[src/verilog/usb_tfc_pkg.sv]
// Constants, types and helpers shared by the USB token and frame control block
package usb_tfc_pkg;

  // Register byte offsets on the APB bus
  localparam int ADDR_W = 8;
  localparam logic [7:0] OFS_CONTROL = 8'h00;
  localparam logic [7:0] OFS_FRAME_HIGH = 8'h04;
  localparam logic [7:0] OFS_TOKEN = 8'h08;

  // Control register field positions
  localparam int CTL_ENABLE_BIT = 0;
  localparam int CTL_PP_RESET_BIT = 1;
  localparam int CTL_RESUME_BIT = 2;
  localparam int CTL_HOST_BIT = 3;
  localparam int CTL_BUSY_BIT = 5;

  // Token register and frame number fields
  localparam int TOK_EP_LSB = 0;
  localparam int TOK_PID_LSB = 4;
  localparam int TOK_FIELD_W = 4;
  localparam int FRAME_NUMBER_UPPER_W = 3;
  localparam int FRAME_NUM_W = 11;

  // Reset values
  localparam logic CTL_BIT_RESET = 1'b0;
  localparam logic [3:0] TOK_FIELD_RESET = 4'h0;
  localparam logic [2:0] FRAME_NUMBER_UPPER_RESET = 3'h0;
  localparam logic [10:0] FRAME_NUM_RESET = 11'h000;

  // Token type codes
  localparam logic [3:0] PID_OUT = 4'h1;
  localparam logic [3:0] PID_IN = 4'h9;
  localparam logic [3:0] PID_SETUP = 4'hD;

  // Frame-start spacing derived from the clock rate
  localparam int CLK_PERIOD_NS = 8;
  localparam int FRAME_PERIOD_NS = 1000000;
  localparam int FRAME_PERIOD_CYCLES = FRAME_PERIOD_NS / CLK_PERIOD_NS;

  // Token engine states
  typedef enum logic [0:0]
  {
    ENG_IDLE = 1'b0,
    ENG_WAIT = 1'b1
  } eng_state_t;

  // True for the three defined token codes
  function automatic logic pid_defined(input logic [3:0] pid);
    pid_defined = (pid == PID_OUT) || (pid == PID_IN) || (pid == PID_SETUP);
  endfunction : pid_defined

  // True when the token moves data toward this host
  function automatic logic pid_is_receive(input logic [3:0] pid);
    pid_is_receive = (pid == PID_IN);
  endfunction : pid_is_receive

endpackage : usb_tfc_pkg

[src/verilog/usb_token_engine.sv]
// Token transaction sequencer: issues one token and stays busy until it completes
`timescale 1ns/1ps
`default_nettype none

module usb_token_engine
  import usb_tfc_pkg::*;
(
  input wire logic clk,
  input wire logic rst_n,
  input wire logic clear,
  input wire logic start,
  input wire logic [3:0] pid,
  input wire logic [3:0] ep,
  input wire logic done,
  output logic busy,
  output logic issue,
  output logic [3:0] issue_pid,
  output logic [3:0] issue_ep,
  output logic issue_rx
);

  typedef struct packed
  {
    eng_state_t state;
    logic busy;
    logic issue;
    logic [3:0] pid;
    logic [3:0] ep;
    logic rx;
  } eng_t;

  eng_t s;
  eng_t next_s;

  ////////////////////////////////////////////////////////////////////////////
  // Next state; a clear from the host reset beats any pending start
  always_comb
  begin
    next_s = s;
    next_s.issue = 1'b0;
    if (clear)
    begin
      next_s.state = ENG_IDLE;
      next_s.busy = 1'b0;
    end
    else
    begin
      unique case (s.state)
        ENG_IDLE:
        begin
          // Reserved codes are dropped rather than sent on the bus
          if (start && pid_defined(pid))
          begin
            next_s.state = ENG_WAIT;
            next_s.busy = 1'b1;
            next_s.issue = 1'b1;
            next_s.pid = pid;
            next_s.ep = ep;
            next_s.rx = pid_is_receive(pid);
          end
        end
        ENG_WAIT:
        begin
          if (done)
          begin
            next_s.state = ENG_IDLE;
            next_s.busy = 1'b0;
          end
        end
      endcase
    end
  end

  // State register
  always_ff @(posedge clk or negedge rst_n)
  begin
    if (!rst_n)
      s <= '0;
    else
      s <= next_s;
  end

  assign busy = s.busy;
  assign issue = s.issue;
  assign issue_pid = s.pid;
  assign issue_ep = s.ep;
  assign issue_rx = s.rx;
endmodule : usb_token_engine

`default_nettype wire

[src/verilog/usb_token_frame_control.sv]
// USB control, token issue and frame-number logic with an APB register slave
//
// How it works
// - Ping-pong reset bit returns pointers to even
// - Device mode: enable bit powers the module
// - Host mode: enable bit sends a frame-start token each millisecond
// - Host-mode bit toggle resets host logic
// - Host resume clear appends low-speed end-of-packet
// - Frame high bits refresh on received frame-start
// - Token codes select setup, in, out
// - Frame high upper bits read zero
// - Token upper bits zero, fields reset zero
//
// Our own choices: the APB register port and the placing of the registers.
`timescale 1ns/1ps
`default_nettype none

module usb_token_frame_control
  import usb_tfc_pkg::*;
#(
  parameter int FRAME_CYCLES = FRAME_PERIOD_CYCLES
)
(
  input wire logic REF_CLK,
  input wire logic RST_N,
  input wire logic PSEL,
  input wire logic PENABLE,
  input wire logic PWRITE,
  input wire logic [ADDR_W-1:0] PADDR,
  input wire logic [31:0] PWDATA,
  input wire logic [3:0] PSTRB,
  output logic PREADY,
  output logic [31:0] PRDATA,
  output logic PSLVERR,
  input wire logic SOF_RX_VALID,
  input wire logic [FRAME_NUM_W-1:0] SOF_RX_FRAME,
  input wire logic TOKEN_DONE,
  output logic MODULE_ENABLE,
  output logic PINGPONG_POINTER_RESET,
  output logic HOST_LOGIC_RESET,
  output logic SOF_TX,
  output logic [FRAME_NUM_W-1:0] SOF_TX_FRAME,
  output logic TOKEN_ISSUE,
  output logic [3:0] TOKEN_ISSUE_PID,
  output logic [3:0] TOKEN_ISSUE_EP,
  output logic TOKEN_ISSUE_RX,
  output logic RESUME_DRIVE,
  output logic LS_EOP
);

  localparam int TIMER_W = $clog2(FRAME_CYCLES + 1);

  typedef struct packed
  {
    logic pready;
    logic [31:0] prdata;
    logic pslverr;
    logic enable_bit;
    logic pp_reset;
    logic resume;
    logic host_mode;
    logic [3:0] token_pid;
    logic [3:0] token_ep;
    logic [FRAME_NUMBER_UPPER_W-1:0] frame_high;
    logic [TIMER_W-1:0] frame_timer;
    logic [FRAME_NUM_W-1:0] frame_count;
    logic [FRAME_NUM_W-1:0] sof_frame;
    logic sof_tx;
    logic module_enable;
    logic host_reset;
    logic ls_eop;
    logic tok_start;
  } state_t;

  state_t s;
  state_t next_s;
  logic tok_busy;

  // Exact word match; misaligned addresses fall out as unmapped
  function automatic logic reg_hit(input logic [ADDR_W-1:0] addr, input logic [7:0] ofs);
    reg_hit = (addr == ofs);
  endfunction : reg_hit

  // Bus phase decode
  logic access;
  logic commit;
  logic wr_ctl;
  logic wr_tok;
  assign access = PSEL && PENABLE;
  assign commit = access && s.pready;
  assign wr_ctl = commit && PWRITE && PSTRB[0] && reg_hit(PADDR, OFS_CONTROL);
  assign wr_tok = commit && PWRITE && PSTRB[0] && reg_hit(PADDR, OFS_TOKEN);

  ////////////////////////////////////////////////////////////////////////////
  // Next state of the whole block
  always_comb
  begin
    logic new_host;
    logic sof_en;
    new_host = s.host_mode;
    sof_en = 1'b0;
    next_s = s;
    next_s.sof_tx = 1'b0;
    next_s.ls_eop = 1'b0;
    next_s.host_reset = 1'b0;
    next_s.tok_start = 1'b0;

    // One wait state: ready comes in the second access cycle
    next_s.pready = access && !s.pready;
    next_s.pslverr = 1'b0;
    if (access && !s.pready)
    begin
      next_s.prdata = 32'h0000_0000;
      next_s.pslverr = !(reg_hit(PADDR, OFS_CONTROL) || reg_hit(PADDR, OFS_FRAME_HIGH)
                         || reg_hit(PADDR, OFS_TOKEN));
      if (!PWRITE)
      begin
        if (reg_hit(PADDR, OFS_CONTROL))
        begin
          next_s.prdata[CTL_ENABLE_BIT] = s.enable_bit;
          next_s.prdata[CTL_PP_RESET_BIT] = s.pp_reset;
          next_s.prdata[CTL_RESUME_BIT] = s.resume;
          next_s.prdata[CTL_HOST_BIT] = s.host_mode;
          next_s.prdata[CTL_BUSY_BIT] = tok_busy;
        end
        else if (reg_hit(PADDR, OFS_FRAME_HIGH))
          next_s.prdata[FRAME_NUMBER_UPPER_W-1:0] = s.frame_high;
        else if (reg_hit(PADDR, OFS_TOKEN))
        begin
          // Upper bits stay zero from the clear above
          next_s.prdata[TOK_PID_LSB +: TOK_FIELD_W] = s.token_pid;
          next_s.prdata[TOK_EP_LSB +: TOK_FIELD_W] = s.token_ep;
        end
      end
    end

    // Control register write; the busy bit is read only
    if (wr_ctl)
    begin
      new_host = PWDATA[CTL_HOST_BIT];
      next_s.enable_bit = PWDATA[CTL_ENABLE_BIT];
      next_s.pp_reset = PWDATA[CTL_PP_RESET_BIT];
      next_s.resume = PWDATA[CTL_RESUME_BIT];
      next_s.host_mode = new_host;
      // Either direction of the host bit resets host logic
      next_s.host_reset = (new_host != s.host_mode);
      // Dropping resume in host mode closes it with a low-speed EOP
      next_s.ls_eop = s.host_mode && s.resume && !PWDATA[CTL_RESUME_BIT];
    end

    // Token write; a write while busy is dropped so the fields match the bus
    if (wr_tok && !tok_busy)
    begin
      next_s.token_pid = PWDATA[TOK_PID_LSB +: TOK_FIELD_W];
      next_s.token_ep = PWDATA[TOK_EP_LSB +: TOK_FIELD_W];
      next_s.tok_start = s.host_mode;
    end

    // Enable: host mode keeps the module alive, else the device bit rules
    next_s.module_enable = next_s.host_mode || next_s.enable_bit;

    // Frame-start timer, cleared by host reset or when disabled
    sof_en = s.host_mode && s.enable_bit;
    if (next_s.host_reset || !sof_en)
    begin
      next_s.frame_timer = '0;
      if (next_s.host_reset)
        next_s.frame_count = FRAME_NUM_RESET;
    end
    else if (s.frame_timer == TIMER_W'(FRAME_CYCLES - 1))
    begin
      next_s.frame_timer = '0;
      next_s.sof_tx = 1'b1;
      next_s.sof_frame = s.frame_count;
      next_s.frame_count = s.frame_count + 11'h001;
    end
    else
      next_s.frame_timer = s.frame_timer + TIMER_W'(1);

    // Upper frame bits follow every received frame-start
    if (SOF_RX_VALID)
      next_s.frame_high = SOF_RX_FRAME[FRAME_NUM_W-1 -: FRAME_NUMBER_UPPER_W];
  end

  // State register; every field resets to zero
  always_ff @(posedge REF_CLK or negedge RST_N)
  begin
    if (!RST_N)
      s <= '0;
    else
      s <= next_s;
  end

  ////////////////////////////////////////////////////////////////////////////
  // Token sequencer, cleared one cycle after a host reset
  usb_token_engine u_engine
  (
    .clk(REF_CLK),
    .rst_n(RST_N),
    .clear(s.host_reset),
    .start(s.tok_start),
    .pid(s.token_pid),
    .ep(s.token_ep),
    .done(TOKEN_DONE),
    .busy(tok_busy),
    .issue(TOKEN_ISSUE),
    .issue_pid(TOKEN_ISSUE_PID),
    .issue_ep(TOKEN_ISSUE_EP),
    .issue_rx(TOKEN_ISSUE_RX)
  );

  // Outputs straight from the state register
  assign PREADY = s.pready;
  assign PRDATA = s.prdata;
  assign PSLVERR = s.pslverr;
  assign MODULE_ENABLE = s.module_enable;
  assign PINGPONG_POINTER_RESET = s.pp_reset;
  assign HOST_LOGIC_RESET = s.host_reset;
  assign SOF_TX = s.sof_tx;
  assign SOF_TX_FRAME = s.sof_frame;
  assign RESUME_DRIVE = s.resume;
  assign LS_EOP = s.ls_eop;

  ////////////////////////////////////////////////////////////////////////////
  // Helper logic: cycles between frame-start tokens
  int sof_gap;
  logic sof_armed;
  always_ff @(posedge REF_CLK or negedge RST_N)
  begin
    if (!RST_N)
    begin
      sof_gap <= 0;
      sof_armed <= 1'b0;
    end
    else
    begin
      sof_gap <= SOF_TX ? 1 : sof_gap + 1;
      if (!(s.host_mode && s.enable_bit) || s.host_reset)
        sof_armed <= 1'b0;
      else if (SOF_TX)
        sof_armed <= 1'b1;
    end
  end
endmodule : usb_token_frame_control

`default_nettype wire

[config.mk]
export PLATFORM = sky130hd
export DESIGN_NAME = usb_token_frame_control
export DESIGN_NICKNAME = d
export VERILOG_FILES = /design/src/verilog/usb_tfc_pkg.sv /design/src/verilog/usb_token_engine.sv /design/src/verilog/usb_token_frame_control.sv
export SDC_FILE = /design/constraint.sdc
export NUM_CORES = 1
export LEC_CHECK = 0
export BUFFER_PORTS_ARGS = -buffer_cell sky130_fd_sc_hd__buf_2
export CORE_MARGIN = 2
export CORE_UTILIZATION = 51
export DETAILED_ROUTE_END_ITERATION = 16
export GPL_TIMING_DRIVEN = 0
export PLACE_DENSITY_LB_ADDON = 0.25
export SYNTH_ARGS = -nofsm -noshare
export SYNTH_HDL_FRONTEND = slang
export SYNTH_SLANG_ARGS = --single-unit
export TNS_END_PERCENT = 50
[constraint.sdc]
create_clock -name REF_CLK -period 2.6 [get_ports REF_CLK]
set_input_delay 0.26 -clock REF_CLK [delete_from_list [all_inputs] [get_ports REF_CLK]]
set_output_delay 0.26 -clock REF_CLK [all_outputs]
set_load 0.005 [all_outputs]
==> out/metrics.yaml, run 1 <==
pwr:
  power.share.sequential: 0.531
  pwr-share-comb: 0.051
  switching_share: 0.210
  p_int_w: 0.00189
  leakage_nw: 2.51
  power.share.clock: 0.418
  switching_power_w: 0.000503
  ir_drop_v: 0.000256
  cellPowerDensity_mw_per_mm2: 501
  power_w: 0.00239
worst_setup_path:
  path_class: "register to register"
  critPathLaunch: "s[36]"
  r2r_start: "s[36]"
  crit_path_start_kind: "register"
  end_kind: "register"
  cp.required_ns: 2.82
  worstPathMaxFanout: 10
  cp.arrival_ns: 2.59
logic_synthesis:
  synth-edff-count: 0
  synthSimpleGateAreaFrac: 0.157
  yosysUniqueCellTypes: 47
  yosys_warnings: 0
  syn_inst: 368
  muxShareOfSynthArea: 0.108
  synthFlopType: "dfrtp_1"
  avgSynthCellArea_um2: 10.9
  synth_top_family_by_area: "simple AND/OR/NAND/NOR gates"
  ys_ff_latch: 81
  synthAdderAreaFrac: 0.00626
  yosysSeqAreaShare: 0.507
  synth_area_mm2: 0.00400
  synth-xor-area-share: 0.0395
  synthArstFlopShare: 1.00
  synth_compound_area_frac: 0.0589
timing:
  worst_pin_slew_ns: 0.704
  relSlewSlack: 0.528
  min_period_over_period: 0.912
  finalSetupTns_ns: 0
  setup_viol: 0
  worst_slack_ns: 0.230
  rsz0062_at_grt: "no"
  slew_viol_final: 0
  fin_crit_ns: 2.37
  max_freq_mhz: 422
  skew_ns: 0.0120
  hold_violations: 0
layout:
  n_fill_cell: 625
  diodes: 0
  layout-drive-gt1-share: 0.369
  postLayoutCellArea_mm2: 0.00478
  area_growth_syn_to_layout_pct: 19.6
  nNetsFinal: 530
  fin_cells: 573
grt:
  grt_start_max_net_pins: 56
  grt_pass1_vias: 2622
  grt-ovfl-total: 0
  grt_use_total: 0.182
  grt_pass1_wl_um: 12400
  antenna_found_initial: 0
placed_design:
  pre_cts_slack_ns: 0.0586
  dp.cells: 556
  hpwl_um: 5220
  io_buffers: 62
  place.gp.congestion: 0.825
  placed_area_mm2: 0.00455
job:
  maxCapViolations: 0
detailed_routing:
  dr.pass1.iters: 4
  drc: 0
  wirelength_um: 7120
  viasPerCell: 4.82
  antenna_left: 0
  routed-via-count: 2764
  wl_per_cell_um: 12.4
  drtIter0Drc: 155
clock_tree:
  cts_max_path_buffers: 2
  cts_sinks: 81
  cts_root_buffer: "clkbuf_8"
  cts_made_buffers: 9
  clk_pin_slew_ns: 0.07
  cts_tree: "done"
  clk_latency_ns: 0.34
  ctsHtreeMaxLevel: 3
run_status:
  status: "complete, no violations"
floorplan:
  ioPinCount: 123
  die_w_um: 92.5
  core_area_mm2: 0.00765
  start_util: 0.522
  die_h_um: 92.5
  die-area_mm2: 0.00856
  rows: 32
worst_hold_path:
  hp-start: "PWDATA[2]"
  hold_path_class: "primary input to register"
-- final timing paths --
check,to,slack (ns),cells after the start
max,SOF_TX_FRAME[8],0.23,7
min,LS_EOP,0.11,2
max reg2reg,SOF_TX_FRAME[8],0.23,7
min reg2reg,u_engine.issue_pid[0],0.47,1
max in group asynchronous,s[55],1.65,3
min in group asynchronous,PSLVERR,0.37,2
-- power by group through the flow --
stage	clock [W]	sequential, W	combinational, W
2_1_floorplan	0	0.00130	0.0000600
4_1_cts	0.00103	0.00127	0.000124
5_1_grt	0.00109	0.00127	0.000139
3_5_place_dp	0	0.00130	0.000122
3_3_place_gp	0	0.00130	0.000114
6_report	0.000999	0.00127	0.000122
-- metal layers --
layer  share of wire  GRT usage  vias to the layer above
met4          0.0091     0.0485                        0
met5               0          0                        -
met1            0.45      0.250                     1326
met2            0.49      0.295                       63
met3           0.052     0.0407                        6
li1                -          -                     1369
-- cell type report --
class                      count  area, um2  share of cell area
sequential                    81       2030               0.424
multi-input combinational    236       1570               0.328
buffer                        63        445              0.0932
timing repair buffer          64        350              0.0733
clock buffer                  11        141              0.0296
tap                          102        128              0.0267
clock inverter                 5       78.8              0.0165
inverter                      11       41.3             0.00864
-- layout by cell type, fill, tap and decap left out, types with 4 or more instances in the layout --
cell | netlist | final
buf_4 | 52 | 53
and2_1 | 4 | 4
nand3_1 | 18 | 18
o21ai_0 | 10 | 10
nor3_1 | 9 | 9
nand2_1 | 34 | 34
a221o_1 | 6 | 6
mux2_2 | 21 | 21
inv_1 | 10 | 10
nor4_1 | 4 | 4
mux2i_1 | 6 | 6
mux2_4 | 9 | 9
dfrtp_1 | 81 | 81
xor2_1 | 8 | 8
or3_1 | 4 | 4
o31ai_1 | 4 | 4
nor2_1 | 30 | 30
clkbuf_1 | 4 | 5
clkbuf_8 | 0 | 10
conb_1 | 1 | 24
xnor2_1 | 10 | 10
buf_2 | 5 | 66
-- synthesized netlist by cell type (5+ instances only) --
library cell  count  share of area
nand2_1          34          0.032
xnor2_1          10          0.022
a221o_1           6          0.015
buf_4            52          0.098
mux2_2           21          0.059
inv_1            10         0.0094
nand3_1          18          0.023
nor3_1            9          0.011
dfrtp_1          81           0.51
mux2i_1           6          0.015
mux2_4            9          0.034
nor2_1           30          0.028
o21ai_0          10          0.013
buf_2             5         0.0063
xor2_1            8          0.018
-- worst max-delay path, stage by stage (launching register included) --
cell and delay, ns:
dfrtp_1 0.44, nor4_1 0.29, nand3_1 0.11, or4_1 0.49, buf_2 0.20, or2_4 0.26
buf_6 0.16, mux2_4 0.30
-- registers in the layout, indices dropped and copies added, names as in the netlist --
| signal | count |
|---|---|
| MODULE_ENABLE | 1 |
| u_engine.issue_rx | 1 |
| u_engine.s | 1 |
| u_engine.issue | 1 |
| PRDATA | 8 |
| SOF_TX_FRAME | 11 |
| u_engine.issue_ep | 4 |
| LS_EOP | 1 |
| u_engine.busy | 1 |
| PSLVERR | 1 |
| u_engine.issue_pid | 4 |
| PINGPONG_POINTER_RESET | 1 |
| SOF_TX | 1 |
| RESUME_DRIVE | 1 |
| s | 42 |
| HOST_LOGIC_RESET | 1 |
| PREADY | 1 |
-- stage by stage --
| step | utilization | hold slack [ns] |
|---|---|---|
| finish | 0.625 | 0.107 |
| floorplan | - | -0.0356 |
| detailed placement | 0.595 | 0.199 |
| global route | 0.625 | 0.0937 |
| global placement | 0.591 | 0.454 |
| CTS | 0.625 | 0.0936 |
-- kinds of logic (layout without fill, tap and decap cells) --
group / count (synthesis) / in the layout
buffers and inverters: 74 / 154
muxes: 36 / 36
and+or+nand+nor: 126 / 126
AOI/OAI and AO/OA: 30 / 30
adders and majority gates: 2 / 2
xor gates and xnor gates: 18 / 18
DFF: 81 / 81
other: 1 / 24
-- timing repair --
action,4_1_cts,5_1_grt
buffers inserted,0,0
hold buffers,1,0
hold endpoints to repair,26,0
gates resized for setup,0,0
No activity file was read; power rests on OpenSTA's default activity.
==> inputs of run 2 (changes only) <==
--- a/config.mk
+++ b/config.mk
@@ -5,11 +5,11 @@
 export SDC_FILE = /design/constraint.sdc
 export NUM_CORES = 1
 export LEC_CHECK = 0
+export ABC_CLOCK_PERIOD_IN_PS = 2600
 export BUFFER_PORTS_ARGS = -buffer_cell sky130_fd_sc_hd__buf_2
 export CORE_MARGIN = 2
 export CORE_UTILIZATION = 51
 export DETAILED_ROUTE_END_ITERATION = 16
-export GPL_TIMING_DRIVEN = 0
 export PLACE_DENSITY_LB_ADDON = 0.25
 export SYNTH_ARGS = -nofsm -noshare
 export SYNTH_HDL_FRONTEND = slang
==> out/metrics.yaml, run 2 (synthesis gave the netlist of run 1 again) <==
pwr:
  ir_drop_v: 0.000255  # -0.48%
  cellPowerDensity_mw_per_mm2: 553  # +10%
  leakage_nw: 2.22  # -12%
timing:
  max_freq_mhz: 418  # -0.99%
  slew_viol_final: 0  # unchanged
  relSlewSlack: 0.318  # -0.210
  min_period_over_period: 0.921  # +0.00909
  finalSetupTns_ns: 0  # unchanged
  rsz0062_at_grt: "no"
  fin_crit_ns: 2.39  # +0.0236 ns
  skew_ns: 0.0114  # -0.000510 ns
  setup_viol: 0  # unchanged
  hold_violations: 0  # unchanged
  worst_pin_slew_ns: 1.02  # +0.318 ns
clock_tree:
  ctsHtreeMaxLevel: 3  # unchanged
  holdBufCountCts: 0  # -1
  cts_sinks: 81  # unchanged
  cts_max_path_buffers: 2  # unchanged
  clk_latency_ns: 0.35  # about the same
  cts_resized: 0  # unchanged
  post_cts_buffers: 0  # unchanged
  cts_tree: "done"
  cts_root_buffer: "clkbuf_8"
  cts_made_buffers: 9  # unchanged
  clk_pin_slew_ns: 0.09  # +0.02 ns
worst_setup_path:
  critPathLaunch: "s[36]"
  endpoint: "s[24]"
  cp.arrival_ns: 2.67  # +0.08 ns
  crit_path_start_kind: "register"
  end_kind: "register"
  r2r_start: "s[36]"
  reg2reg_slack_ns: 0.21  # -0.02 ns
  path_class: "register to register"
  cp.required_ns: 2.87  # +0.05 ns
  r2r-end: "s[24]"
  worstPathMaxFanout: 12  # +2
  r2r_cells: 6  # -1
grt:
  grt-ovfl-total: 0  # unchanged
  grt_pass1_vias: 2600  # -0.84%
  grt_pass1_wl_um: 12300  # -0.23%
  grt_use_total: 0.181  # -0.00157
  antenna_found_initial: 0  # unchanged
  grt_start_max_net_pins: 82  # +46%
detailed_routing:
  drc: 0  # unchanged
  drtIter0Drc: 124  # -20%
  wirelength_um: 7220  # +1.5%
  viasPerCell: 4.98  # +3.2%
  antenna_left: 0  # unchanged
  routed-via-count: 2563  # -7.3%
  dr.pass1.iters: 4  # unchanged
  wl_per_cell_um: 14.0  # +13%
layout:
  layout-drive-gt1-share: 0.298  # -0.0716
  area_growth_syn_to_layout_pct: 9.05
  diodes: 0  # unchanged
  largest_register_ff_count: 42  # unchanged
  postLayoutCellArea_mm2: 0.00436  # -8.8%
  layout_common_cells: "dfrtp_1 (81), buf_2 (62), nand2_1 (34)"
  mostFrequentLayoutCell: "dfrtp_1"
  regMostFlops: "s"
  nNetsFinal: 472  # -11%
floorplan:
  die_h_um: 92.5  # unchanged
  die_w_um: 92.5  # unchanged
  die-area_mm2: 0.00856  # unchanged
  start_util: 0.522  # unchanged
  rows: 32  # unchanged
  core_area_mm2: 0.00765  # unchanged
  ioPinCount: 123  # unchanged
worst_hold_path:
  hold_path_class: "primary input to async pin"
run_status:
  status: "complete, no violations"
placed_design:
  placed_area_mm2: 0.00413  # -9.3%
  hpwl_um: 5170  # -0.88%
  io_buffers: 63  # +1.6%
  place.gp.congestion: 0.770  # -6.8%
job:
  maxCapViolations: 0  # unchanged
## run 2: stage by stage
step,worst slack [ns],utilization,power (W),hold WS [ns],std cells
detailed placement,0.217,0.540,0.00139,0.456,499
CTS,0.194,0.570,0.00243,0.0786,515
floorplan,0.382,-,0.00136,-0.0356,391
global placement,0.323,0.540,0.00138,0.448,499
global route,0.127,0.570,0.00251,0.0780,515
finish,0.206,0.570,0.00241,0.0578,515
## run 2: worst min path at each step
| stage | slack (ns) | to | start |
|---|---|---|---|
| after floorplan | -0.04 | HOST_LOGIC_RESET | RST_N |
| after global placement | 0.45 | u_engine.issue_pid[0] | u_engine.issue_pid[0] |
| after detailed placement | 0.46 | LS_EOP | PWDATA[2] |
| after CTS | 0.08 | LS_EOP | PWDATA[2] |
| after global routing | 0.08 | LS_EOP | PWDATA[2] |
| final | 0.06 | PSLVERR | RST_N |
## run 2: layout make-up
| type | count | area [um2] |
|---|---|---|
| Inverter | 11 | 41.3 |
| Clock buffer | 9 | 124 |
| Tap cell | 102 | 128 |
| Multi-Input combinational cell | 236 | 1570 |
| Fill cell | 686 | 3290 |
| Sequential cell | 81 | 2030 |
| Clock inverter | 7 | 106 |
| Timing Repair Buffer | 69 | 363 |
## run 2: routing by layer
metal,global-route usage,vias to the layer above,part of all wire
met5,0,-,0
met2,0.295,58,0.48
met1,0.243,1242,0.46
met3,0.0464,6,0.046
li1,-,1257,-
met4,0.0460,0,0.0079
## run 2: worst max-delay path: stages, from the launching register on
cell and delay (ns):
dfrtp_1 0.44, nor4_1 0.32, nand3_1 0.13, or4_1 0.61, or2_4 0.37, inv_2 0.23, mux2i_1 0.22
## run 2: report_power, final
part / total [W] / switching (W) / internal (W)
clock network: 0.00105 / 0.000489 / 0.000559
logic: 0.0000874 / 0.0000590 / 0.0000284
registers: 0.00127 / 0.00000491 / 0.00127
